[src/verilog/rtcsp_pkg.sv]
// constants for the serial port slave of the real time clock
// assumes one 20 MHz system clock samples every pin of the serial link
//
// How it works
// - select pin high four-wire, low three-wire
// - select low resets transfer, output released
// - clock level at select rise is idle
// - four-wire: latch strobe edge, shift opposite
// - output released until read byte ready
// - four-wire bytes travel most significant first
// - first byte is address, then data
// - direction bit zero reads, one writes
// - pointer advances after every data byte
// - clock range wraps 1Fh-00h, 9Fh-80h
// - RAM range wraps 7Fh-20h, FFh-A0h
// - three-wire: one data line, LSB first
// - three-wire: sample rising, drive falling
// - primary below battery rejects all writes unless backup is rechargeable
// - rechargeable backup never blocks writes
// - write lock blocks writes except lock bit
// - read address top clear, write set
`default_nettype none
package rtcsp_pkg;
   // ----------------------------------------------------------------
   // byte and address layout
   // ----------------------------------------------------------------
   localparam int BYTE_W = 8;
   localparam int ADDR_W = 8;
   localparam int DIR_BIT = 7;
   localparam int LOCK_BIT = 6;
   localparam logic [2:0] LAST_BIT = 3'h7;
   localparam logic [7:0] CLK_RD_FIRST = 8'h00;
   localparam logic [7:0] CLK_RD_LAST = 8'h1F;
   localparam logic [7:0] RAM_RD_FIRST = 8'h20;
   localparam logic [7:0] RAM_RD_LAST = 8'h7F;
   localparam logic [7:0] CLK_WR_FIRST = 8'h80;
   localparam logic [7:0] CLK_WR_LAST = 8'h9F;
   localparam logic [7:0] RAM_WR_FIRST = 8'hA0;
   localparam logic [7:0] RAM_WR_LAST = 8'hFF;
   localparam logic [7:0] CTRL_WR_ADDR = 8'h8F;
   localparam logic [7:0] PTR_RESET = 8'h00;
   // ----------------------------------------------------------------
   // write queue and pin sampling
   // ----------------------------------------------------------------
   localparam int FIFO_DEPTH = 8;
   localparam int WQ_W = ADDR_W + BYTE_W + 1;
   localparam int PIN_CE = 0;
   localparam int PIN_SCLK = 1;
   localparam int PIN_DIN = 2;
   localparam int PIN_MODE = 3;
   localparam int PIN_LOWSUP = 4;
   localparam int PIN_RECHG = 5;
   localparam int PIN_COUNT = 6;
   typedef enum logic [1:0] {PH_ADDR, PH_READ, PH_WRITE} rtcsp_phase_e;
endpackage : rtcsp_pkg
`default_nettype wire

[src/verilog/rtcsp_serial_port.sv]
// serial port slave: address decode, burst pointer, write queue, read shifter
// assumes location storage outside answers rdAddr within one clock and
// drains the write queue; link pins are asynchronous to clk
`default_nettype none
`timescale 1ns/1ps

// --------------------------------------------------------------------
// write queue
// --------------------------------------------------------------------
module rtcsp_fifo #(
   parameter int WIDTH = 17,
   parameter int DEPTH = 8
) (
   input wire logic clk,                 // system clock
   input wire logic rstN,                // synchronised reset, low active
   input wire logic inValid,             // push request
   input wire logic [WIDTH-1:0] inData,  // pushed word
   output logic inReady,                 // room for a word
   output logic outValid,                // word available
   output logic [WIDTH-1:0] outData,     // oldest word
   input wire logic outReady             // consumer takes word
);
   // depth must be a power of two: pointers wrap naturally
   localparam int AW = (DEPTH > 1) ? $clog2(DEPTH) : 1;
   logic [WIDTH-1:0] mem [DEPTH];
   logic [AW:0] wrPtr;
   logic [AW:0] rdPtr;
   logic full;
   logic empty;
   logic push;
   logic pop;

   assign full = (wrPtr[AW] != rdPtr[AW]) && (wrPtr[AW-1:0] == rdPtr[AW-1:0]);
   assign empty = (wrPtr == rdPtr);
   assign push = inValid && !full;
   assign pop = outReady && !empty;
   assign inReady = !full;
   assign outValid = !empty;
   assign outData = mem[rdPtr[AW-1:0]];

   always_ff @(posedge clk)
   begin
      if (push)
      begin
         mem[wrPtr[AW-1:0]] <= inData;
      end
   end

   always_ff @(posedge clk or negedge rstN)
   begin
      if (!rstN)
      begin
         wrPtr <= '0;
      end
      else if (push)
      begin
         wrPtr <= wrPtr + 1'b1;
      end
   end

   always_ff @(posedge clk or negedge rstN)
   begin
      if (!rstN)
      begin
         rdPtr <= '0;
      end
      else if (pop)
      begin
         rdPtr <= rdPtr + 1'b1;
      end
   end
endmodule : rtcsp_fifo

// --------------------------------------------------------------------
// serial port top
// --------------------------------------------------------------------
module rtcsp_serial_port #(
   parameter int QUEUE_DEPTH = rtcsp_pkg::FIFO_DEPTH
) (
   input wire logic clk,                                // 20 MHz system clock
   input wire logic rst_n,                              // async reset, low active
   input wire logic selectIn,                           // chip enable pin, high active
   input wire logic sclkIn,                             // serial clock pin
   input wire logic serialIn,                           // data in pin, or shared line in
   output logic serialOut,                              // data out value
   output logic serialOutEn,                            // data out drive enable
   input wire logic interfaceSelectPin,                 // high four-wire, low three-wire
   input wire logic primaryBelowBattery,                // supply comparator flag
   input wire logic rechargeableBackup,                 // strap: backup is rechargeable
   input wire logic writeLock,                          // lock bit of control register
   output logic [rtcsp_pkg::ADDR_W-1:0] rdAddr,         // location to read
   input wire logic [rtcsp_pkg::BYTE_W-1:0] rdData,     // contents of rdAddr
   output logic wrValid,                                // queued write pending
   output logic [rtcsp_pkg::ADDR_W-1:0] wrAddr,         // write location
   output logic [rtcsp_pkg::BYTE_W-1:0] wrData,         // write value
   output logic wrLockOnly,                             // apply lock bit only
   input wire logic wrReady,                            // storage takes write
   output logic writeDropped,                           // queue overflow this transfer
   output logic transferActive                          // select seen high
);
   import rtcsp_pkg::*;

   // -----------------------------------------------------------------
   // reset release and pin synchronisers
   // -----------------------------------------------------------------
   logic rstMeta;
   logic rstN;
   logic [PIN_COUNT-1:0] pinRaw;
   logic [PIN_COUNT-1:0] pinMeta;
   logic [PIN_COUNT-1:0] pinSync;

   always_ff @(posedge clk or negedge rst_n)
   begin
      if (!rst_n)
      begin
         rstMeta <= 1'b0;
         rstN <= 1'b0;
      end
      else
      begin
         rstMeta <= 1'b1;
         rstN <= rstMeta;
      end
   end

   assign pinRaw[PIN_CE] = selectIn;
   assign pinRaw[PIN_SCLK] = sclkIn;
   assign pinRaw[PIN_DIN] = serialIn;
   assign pinRaw[PIN_MODE] = interfaceSelectPin;
   assign pinRaw[PIN_LOWSUP] = primaryBelowBattery;
   assign pinRaw[PIN_RECHG] = rechargeableBackup;

   for (genvar i = 0; i < PIN_COUNT; i++)
   begin : gSync
      always_ff @(posedge clk or negedge rstN)
      begin
         if (!rstN)
         begin
            pinMeta[i] <= 1'b0;
            pinSync[i] <= 1'b0;
         end
         else
         begin
            pinMeta[i] <= pinRaw[i];
            pinSync[i] <= pinMeta[i];
         end
      end
   end

   // -----------------------------------------------------------------
   // select and clock edge detection
   // -----------------------------------------------------------------
   logic sel;
   logic cePrev;
   logic sclkPrev;
   logic ceRise;
   logic active;
   logic sclkRise;
   logic sclkFall;
   logic idleLevel;
   logic fourWire;
   logic latchEdge;
   logic shiftEdge;

   assign sel = pinSync[PIN_CE];
   assign ceRise = sel && !cePrev;
   // the rise cycle itself only captures polarity and mode and clears writeDropped
   assign active = sel && cePrev;
   assign sclkRise = pinSync[PIN_SCLK] && !sclkPrev;
   assign sclkFall = !pinSync[PIN_SCLK] && sclkPrev;
   assign transferActive = sel;

   always_ff @(posedge clk or negedge rstN)
   begin
      if (!rstN)
      begin
         cePrev <= 1'b0;
         sclkPrev <= 1'b0;
      end
      else
      begin
         cePrev <= sel;
         sclkPrev <= pinSync[PIN_SCLK];
      end
   end

   // mode held for the whole transfer so a pin glitch cannot split a byte
   always_ff @(posedge clk or negedge rstN)
   begin
      if (!rstN)
      begin
         idleLevel <= 1'b0;
         fourWire <= 1'b0;
      end
      else if (ceRise)
      begin
         idleLevel <= pinSync[PIN_SCLK];
         fourWire <= pinSync[PIN_MODE];
      end
   end

   // four-wire: shift edge leaves idle, strobe edge returns to it
   assign latchEdge = active && (fourWire ? (idleLevel ? sclkRise : sclkFall)
                                          : sclkRise);
   assign shiftEdge = active && (fourWire ? (idleLevel ? sclkFall : sclkRise)
                                          : sclkFall);

   // -----------------------------------------------------------------
   // receive shifter
   // -----------------------------------------------------------------
   logic [BYTE_W-1:0] rxShift;
   logic [BYTE_W-1:0] rxNext;
   logic [2:0] bitCnt;
   logic byteDone;

   always_comb
   begin
      if (fourWire)
      begin
         rxNext = {rxShift[BYTE_W-2:0], pinSync[PIN_DIN]};
      end
      else
      begin
         rxNext = {pinSync[PIN_DIN], rxShift[BYTE_W-1:1]};
      end
   end

   assign byteDone = latchEdge && (bitCnt == LAST_BIT);

   always_ff @(posedge clk or negedge rstN)
   begin
      if (!rstN)
      begin
         rxShift <= '0;
         bitCnt <= '0;
      end
      else if (!sel)
      begin
         rxShift <= '0;
         bitCnt <= '0;
      end
      else if (latchEdge)
      begin
         rxShift <= rxNext;
         bitCnt <= bitCnt + 3'h1;
      end
   end

   // -----------------------------------------------------------------
   // phase and location pointer
   // -----------------------------------------------------------------
   rtcsp_phase_e phase;
   logic [ADDR_W-1:0] ptr;
   logic [ADDR_W-1:0] ptrAdv;

   function automatic logic [ADDR_W-1:0] advance(input logic [ADDR_W-1:0] p);
      logic [ADDR_W-1:0] r;
      r = p + 8'h01;
      case (p)
         CLK_RD_LAST: r = CLK_RD_FIRST;
         CLK_WR_LAST: r = CLK_WR_FIRST;
         RAM_RD_LAST: r = RAM_RD_FIRST;
         RAM_WR_LAST: r = RAM_WR_FIRST;
         default: r = p + 8'h01;
      endcase
      return r;
   endfunction : advance

   assign ptrAdv = advance(ptr);

   always_ff @(posedge clk or negedge rstN)
   begin
      if (!rstN)
      begin
         phase <= PH_ADDR;
      end
      else if (!sel)
      begin
         phase <= PH_ADDR;
      end
      else if (byteDone)
      begin
         case (phase)
            PH_ADDR: phase <= rxNext[DIR_BIT] ? PH_WRITE : PH_READ;
            PH_READ: phase <= PH_READ;
            PH_WRITE: phase <= PH_WRITE;
            default: phase <= PH_ADDR;
         endcase
      end
   end

   // top bit kept in the pointer: read and write ranges stay apart
   always_ff @(posedge clk or negedge rstN)
   begin
      if (!rstN)
      begin
         ptr <= PTR_RESET;
      end
      else if (byteDone)
      begin
         if (phase == PH_ADDR)
         begin
            ptr <= rxNext;
         end
         else
         begin
            ptr <= ptrAdv;
         end
      end
   end

   // -----------------------------------------------------------------
   // read fetch and transmit shifter
   // -----------------------------------------------------------------
   logic rdEvent;
   logic [1:0] loadPipe;
   logic outEn;
   logic [BYTE_W-1:0] txShift;

   assign rdEvent = byteDone && ((phase == PH_READ) ||
                                 ((phase == PH_ADDR) && !rxNext[DIR_BIT]));

   always_ff @(posedge clk or negedge rstN)
   begin
      if (!rstN)
      begin
         rdAddr <= PTR_RESET;
      end
      else if (rdEvent)
      begin
         rdAddr <= (phase == PH_ADDR) ? rxNext : ptrAdv;
      end
   end

   // two cycles leave rdData two clocks to settle; half a link period is four
   always_ff @(posedge clk or negedge rstN)
   begin
      if (!rstN)
      begin
         loadPipe <= '0;
      end
      else if (!sel)
      begin
         loadPipe <= '0;
      end
      else
      begin
         loadPipe <= {loadPipe[0], rdEvent};
      end
   end

   always_ff @(posedge clk or negedge rstN)
   begin
      if (!rstN)
      begin
         txShift <= '0;
         serialOut <= 1'b0;
         outEn <= 1'b0;
      end
      else if (!sel)
      begin
         txShift <= '0;
         serialOut <= 1'b0;
         outEn <= 1'b0;
      end
      else if (loadPipe[1])
      begin
         txShift <= rdData;
         outEn <= 1'b1;
      end
      else if (shiftEdge && outEn)
      begin
         if (fourWire)
         begin
            serialOut <= txShift[BYTE_W-1];
            txShift <= {txShift[BYTE_W-2:0], 1'b0};
         end
         else
         begin
            serialOut <= txShift[0];
            txShift <= {1'b0, txShift[BYTE_W-1:1]};
         end
      end
   end

   assign serialOutEn = outEn && sel;

   // -----------------------------------------------------------------
   // write acceptance and queue
   // -----------------------------------------------------------------
   logic supplyBlock;
   logic lockPass;
   logic pushValid;
   logic pushReady;
   logic [WQ_W-1:0] pushWord;
   logic [WQ_W-1:0] popWord;

   // rechargeable backup strap disables the supply based block
   assign supplyBlock = pinSync[PIN_LOWSUP] && !pinSync[PIN_RECHG];
   // under lock only the control location passes, narrowed to its lock bit
   assign lockPass = !writeLock || (ptr == CTRL_WR_ADDR);
   assign pushValid = byteDone && (phase == PH_WRITE) && !supplyBlock && lockPass;
   assign pushWord = {ptr, rxNext, writeLock};

   rtcsp_fifo #(
      .WIDTH(WQ_W),
      .DEPTH(QUEUE_DEPTH)
   ) uQueue (
      .clk(clk),
      .rstN(rstN),
      .inValid(pushValid),
      .inData(pushWord),
      .inReady(pushReady),
      .outValid(wrValid),
      .outData(popWord),
      .outReady(wrReady)
   );

   assign wrAddr = popWord[WQ_W-1 -: ADDR_W];
   assign wrData = popWord[BYTE_W:1];
   assign wrLockOnly = popWord[0];

   // the master cannot be stalled, so a full queue can only be reported
   always_ff @(posedge clk or negedge rstN)
   begin
      if (!rstN)
      begin
         writeDropped <= 1'b0;
      end
      else if (pushValid && !pushReady)
      begin
         writeDropped <= 1'b1;
      end
      else if (ceRise)
      begin
         writeDropped <= 1'b0;
      end
   end
endmodule : rtcsp_serial_port
`default_nettype wire

[config.mk]
export PLATFORM = sky130hd
export DESIGN_NAME = rtcsp_serial_port
export DESIGN_NICKNAME = d
export VERILOG_FILES = /design/src/verilog/rtcsp_pkg.sv /design/src/verilog/rtcsp_serial_port.sv
export SDC_FILE = /design/constraint.sdc
export NUM_CORES = 1
export LEC_CHECK = 0
export BUFFER_PORTS_ARGS = -buffer_cell sky130_fd_sc_hd__buf_2
export CAP_MARGIN = 20
export CORE_MARGIN = 8
export CORE_UTILIZATION = 60
export DETAILED_ROUTE_END_ITERATION = 16
export PLACE_DENSITY = 0.88
export SLEW_MARGIN = 30
export SYNTH_ARGS = -nofsm -noshare
export SYNTH_HDL_FRONTEND = slang
export SYNTH_HIERARCHICAL = 1
export SYNTH_SLANG_ARGS = --single-unit
[constraint.sdc]
create_clock -name clk -period 4.25 [get_ports clk]
set_clock_uncertainty 0.05 [all_clocks]
set_input_delay 0.85 -clock clk [delete_from_list [all_inputs] [get_ports clk]]
set_output_delay 0.85 -clock clk [all_outputs]
set_load 0.01 [all_outputs]
==> results of run 1 <==
per-layer routing:
| layer | GRT usage | wire length (um) | vias to the layer above |
|---|---|---|---|
| met5 | 0 | 0 | - |
| met2 | 0.3384 | 9097 | 206 |
| li1 | - | - | 2198 |
| met4 | 0.06467 | 461 | 0 |
| met1 | 0.2501 | 7172 | 2467 |
| met3 | 0.03067 | 1090 | 43 |
through the flow:
step | util | hold WS [ns]
2_1_floorplan | - | 0.2812
3_3_place_gp | 0.6377 | 0.2850
3_5_place_dp | 0.6379 | 0.2847
5_1_grt | 0.6862 | 0.08180
4_1_cts | 0.6857 | 0.08358
6_report | 0.6862 | 0.09156
logic make-up (layout without fill, tap and decap cells):
| group | after synthesis | in the layout | share of synthesized area |
|---|---|---|---|
| other | 1 | 1 | 0.0004334 |
| adders and majority gates | 5 | 5 | 0.007231 |
| DFF | 204 | 204 | 0.6687 |
| AOI/OAI and AO/OA | 72 | 72 | 0.05799 |
| muxes | 81 | 81 | 0.1624 |
| xor gates and xnor gates | 14 | 14 | 0.01417 |
| buffers and inverters | 40 | 112 | 0.02285 |
| and+or+nand+nor | 113 | 113 | 0.06623 |
placed cells by master (no fill, tap or decap), types with 3 or more instances in the layout:
cell type / n
dfrtp_1: 66
clkinv_2: 3
mux2_2: 35
buf_4: 16
clkbuf_1: 4
nor2b_1: 9
nor2_1: 13
nand4_1: 6
nor3_1: 7
nand2_1: 30
ha_1: 5
clkinv_1: 3
a21oi_1: 15
a31oi_1: 7
xor2_1: 5
xnor2_1: 9
buf_2: 47
nor3_2: 3
o21ai_0: 19
inv_1: 12
o31ai_1: 9
a2111oi_0: 6
or2_2: 3
nand3_1: 19
edfxtp_1: 136
clkbuf_16: 21
mux4_1: 32
mux2i_1: 11
and2_1: 6
nand2b_1: 7
bufinv_16: 3
worst paths after layout:
| kind | from | to | slack, ns |
|---|---|---|---|
| min | rst_n | rstMeta | 0.09 |
| min reg2reg | rstN | ptr[4] | 0.29 |
| max | uQueue/rdPtr[1] | wrAddr[6] | 0.71 |
| min in group clk | pinMeta[5] | pinSync[5] | 0.29 |
| max reg2reg | ptr[4] | uQueue/mem[6][6] | 0.92 |
| max in group asynchronous | rstN | txShift[7] | 3.12 |
final cells by class:
| cell class | instances | area share |
|---|---|---|
| multi-input combinational | 286 | 0.2745 |
| timing repair buffer | 64 | 0.03822 |
| inverter | 12 | 0.004586 |
| tap | 184 | 0.02344 |
| sequential | 204 | 0.5896 |
| clock buffer | 27 | 0.05783 |
| clock inverter | 9 | 0.01185 |
registers in the layout (all words and copies together), names as in the netlist, 2 cells and up:
name / flops
bitCnt: 3
loadPipe: 2
phase: 2
pinMeta: 6
pinSync: 5
ptr: 8
rdAddr: 8
rxShift: 8
txShift: 8
uQueue/mem: 136
uQueue/rdPtr: 4
uQueue/wrPtr: 4
power groups by stage:
stage | sequential (uW) | combinational, uW | clock, uW
6_report | 2270 | 693 | 1810
3_3_place_gp | 2310 | 673 | 0
4_1_cts | 2270 | 696 | 1840
2_1_floorplan | 2210 | 605 | 0
3_5_place_dp | 2310 | 695 | 0
5_1_grt | 2280 | 739 | 1930
==> flow_summary.toml, run 1 <==
[sta]
rsz0062_at_grt = "no"
finalSetupViolations = 0
fmax_ghz = 0.2828
relSlewSlack = 0.4064
maxSlewViolCount = 0
min_period_over_period = 0.8321
fin_ws_ns = 0.7137
fin_tns_setup_ns = 0
period_needed_ns = 3.536
final_hold_viol_count = 0
tightest_slew_ns = 0.8789

[power_and_ir_drop]
seq_power_share = 0.476
power_uw = 4779
pwr_density_cell_nw_per_um2 = 486.6
p_comb_frac = 0.145
p_clk_frac = 0.379
p_leak_uw = 0.003486
swShare = 0.2436
p_switching_uw = 1164
intPower_uw = 3615
ir_drop_mv = 0.2972

[critical_path]
crit_buf_inv = 2
critPathMaxFanout = 21
critPathLaunchType = "flip-flop"
end_kind = "output port"
r2r_cells = 7
required_ns = 3.35
crit_type = "reg2out"
crit_cells = 4
crit_family = "flip-flops"
cpPeakStageDelay_ns = 0.93
slowest_stage = "dfrtp_1"
cp.arrival_ns = 2.64
crit_chain = "buf_4 > mux4_2 > mux2_2 > buf_2"

[clock_network]
path_clk_slew_ns = 0.06
cts_setup_buffers = 0
cts-root-buf = "clkbuf_16"
cts_made_buffers = 20
hold_buffers = 0
max-clock-path-buffers = 3
cts.sinks = 204
insertion_delay_ns = 0.49
cts_tree = "yes"
post_cts_resized = 0
htree_levels = 1

[global_routing]
globalRouteOverflowTotal = 0
antenna_found_initial = 0
grt_use_total = 0.1964
grt_pass1_wl_mm = 27.95
grt_max_degree = 46
grt_pass1_vias = 5106

[placed_design]
place_hpwl_mm = 11.31
dp.cells = 750
placed_area_sq_um = 9130
pre_cts_ws_ns = 1.006
portBuffers = 47
gp_congestion = 0.8523

[yosys]
yosysMostFrequentCell = "edfxtp_1"
synthFlopType = "edfxtp_1"
yosysSeqAreaShare = 0.6687
synth_top_area_cell = "edfxtp_1"
async_flop_share = 0.3333
synth_cell_types = 50
yosys.area.top_type_share = 0.4720
synth_edf_count = 136
synth-seq-cells = 204
netlist_top_cells_area = "edfxtp_1 47%, dfrtp_1 20%, mux4_1 9.7%, mux2_2 4.6%, nand2_1 1.3%"
syn_area_per_cell_sq_um = 16.32
synth_nets = 553
synth_common_cells = "136 x edfxtp_1, 68 x dfrtp_1, 35 x mux2_2, 32 x mux4_1, 30 x nand2_1"
syn_inst = 530
syn-cell-area_sq_um = 8652
synth-warning-count = 6

[cells_and_area]
fill_cells = 915
seq_area_sq_um = 5791
multi_input_area_sq_um = 2696
stdcell_count = 786
nets = 611
diodes = 0
syn_to_final_growth_pct = 13.52
drive_gt1_frac = 0.2425
final_cell_area_sq_um = 9822

[drt]
wl_per_cell_um = 22.67
postRouteWirelength_mm = 17.82
viasPerCell = 6.252
num_vias = 4914
drc = 0
antenna_left = 0
dr.pass1.iters = 6
first_iter_violations = 533

[floorplanning]
io_pins = 48
core-area_sq_um = 14310
fp.dieH_um = 136.1
initial_core_util = 0.6045
rows = 44
die_w_um = 136.1
die_area_sq_um = 18520

[hold_path]
hold_path.class = "in2async"

[run]
max_cap_violations = 0

[run_status]
status = "finished clean"
No activity file was read; power rests on OpenSTA's default activity.
==> run 2, diff against run 1 <==
- CORE_UTILIZATION: 60 -> 55
- PLACE_DENSITY: 0.88 -> 0.85
- clock period: 4.25 -> 3.1 ns (I/O delays scaled with it)
==> run 2 against run 1 <==
Net effect: wire length is 0.99% lower; final cell count is 6.0% higher; die area is 8.0% higher; worst hold slack better by 0.10 ns; sequential power is 34% higher; clock power is 35% higher; critical path depth stayed put; setup slack worse by 0.64 ns; total power is 37% higher; core utilization is 4.8 points lower; via count is 0.31% higher; highest routed layer unchanged.
==> flow_summary.toml, run 2 (synthesis gave the netlist of run 1 again) <==
[floorplanning]
initial_core_util = 0.5527
die_w_um = 141.4
rows = 46
core-area_sq_um = 15660
die_area_sq_um = 20000
fp.dieH_um = 141.4
io_pins = 48

[hold_path]
worstHoldStart = "selectIn"
worstHoldPathCells = 1
whs_endpoint = "pinMeta[0]"
hold_path.class = "in2reg"

[placed_design]
portBuffers = 47
gp_congestion = 0.8205
place_hpwl_mm = 11.40

[sta]
rsz0062_at_grt = "no"
fmax_ghz = 0.3304
timing.hold.ws_ns = 0.1911
maxSlewViolCount = 0
finalSetupViolations = 0
relSlewSlack = 0.4123
tightest_slew_ns = 0.8782
final_hold_viol_count = 0
period_needed_ns = 3.027
min_period_over_period = 0.9764

[cells_and_area]
layout_common_cells = "136 x edfxtp_1, 66 x dfrtp_1, 47 x buf_2"
diodes = 0
largest_reg_flops = 136
nets = 626
syn_to_final_growth_pct = 15.43
final_common_cell = "edfxtp_1"
drive_gt1_frac = 0.2593

[critical_path]
r2r_cells = 9
critPathMaxFanout = 14
crit_buf_inv = 2
crit_chain = "buf_4 > mux4_1 > mux2_2 > buf_2"
rr_startpoint = "ptr[1]"
end_kind = "output port"
r2r-end = "uQueue/mem[2][10]"
crit_family = "flip-flops"
required_ns = 2.43
r2r_setup_slack_ns = 0.31
critPathLaunchType = "flip-flop"
crit_type = "reg2out"
cp.arrival_ns = 2.36
slowest_stage = "dfrtp_1"
cpPeakStageDelay_ns = 0.76

[drt]
drc = 0
viasPerCell = 5.917
wl_per_cell_um = 21.18
first_iter_violations = 535
postRouteWirelength_mm = 17.65
num_vias = 4929
dr.pass1.iters = 6
antenna_left = 0

[clock_network]
max-clock-path-buffers = 3
cts_tree = "yes"
htree_levels = 1
cts.sinks = 204
cts_made_buffers = 21
insertion_delay_ns = 0.48
cts-root-buf = "clkbuf_16"
path_clk_slew_ns = 0.06

[run]
max_cap_violations = 0

[run_status]
status = "finished clean"

[power_and_ir_drop]
ir_drop_mv = 0.4046
power_uw = 6537
p_leak_uw = 0.003552
pwr_density_cell_nw_per_um2 = 654.6

[global_routing]
antenna_found_initial = 0
globalRouteOverflowTotal = 0
grt_max_degree = 37
grt_pass1_vias = 5198
grt_use_total = 0.1819
grt_pass1_wl_mm = 28.24
==> run 2: changes by cell type in the layout (fill, tap and decap cells not counted), moves of 2 or more <==
cell / change
buf_12: +2
clkinv_4: +3
buf_4: +11
clkinvlp_4: +2
clkinv_2: -2
nor4_2: -2
==> run 2: metrics by stage <==
step,setup WS (ns),instances,util,setup TNS [ns],instance area (sq um)
floorplan,-0.2506,530,-,-8.520,8663
global placement,0.4552,795,0.5940,0,9299
detailed placement,0.4115,795,0.5940,0,9299
CTS,0.02020,833,0.6379,0,9986
global route,0.01206,833,0.6379,0,9987
finish,0.07324,833,0.6379,0,9987
==> run 2: worst register-to-register path: cells and delay by family, from the launching register on <==
family                   cells  cell delay, ns
flip-flops                   1            0.55
buffers and inverters        2            0.47
AO/OA/AOI/OAI                2            0.38
adder cells (fa/ha/maj)      1            0.24
AND/OR/NAND/NOR              4            0.80
==> run 2: repair_timing <==
item	CTS	global route
hold buffers	1	0
endpoints found under the setup margin	0	1
resized for setup	0	1
hold endpoints to repair	2	0
setup buffers	0	0
==> run 2: where the power goes <==
group	switching [uW]	internal [uW]	total [uW]
Combinational	545	507	1050
Clock	998	1440	2440
Sequential	104	2940	3040
Total	1650	4890	6540
==> run 2: how the worst max path moves through the flow <==
| stage | start | endpoint | slack (ns) | cells past startpoint |
|---|---|---|---|---|
| after global routing | uQueue/rdPtr[1] | wrData[5] | 0.01 | 4 |
| after CTS | uQueue/rdPtr[0] | wrData[5] | 0.02 | 4 |
| final | uQueue/rdPtr[1] | wrData[5] | 0.07 | 4 |
| after detailed placement | ptr[1] | uQueue/mem[1][6] | 0.41 | 9 |
| after global placement | ptr[4] | uQueue/mem[1][12] | 0.46 | 8 |
| after floorplan | ptr[4] | uQueue/mem[5][0] | -0.25 | 6 |
==> run 2: cell type report <==
cell class | count | area (sq um)
flip-flops and latches | 204 | 5788
fillers | 1108 | 5668
multi-input cells | 286 | 2699
clock buffers | 25 | 550.5
repair buffers | 78 | 508.0
well taps | 216 | 270.3
clock inverters | 12 | 126.4
inverters | 12 | 45.04
==> run 2: metal layers <==
| layer | wire [um] | track usage | up-vias | share of wire |
|---|---|---|---|---|
| met5 | 0 | 0 | - | 0 |
| met2 | 9165 | 0.3240 | 182 | 0.52 |
| met3 | 943 | 0.02688 | 37 | 0.053 |
| li1 | - | - | 2232 | - |
| met1 | 7056 | 0.2234 | 2478 | 0.40 |
| met4 | 480 | 0.06162 | 0 | 0.027 |
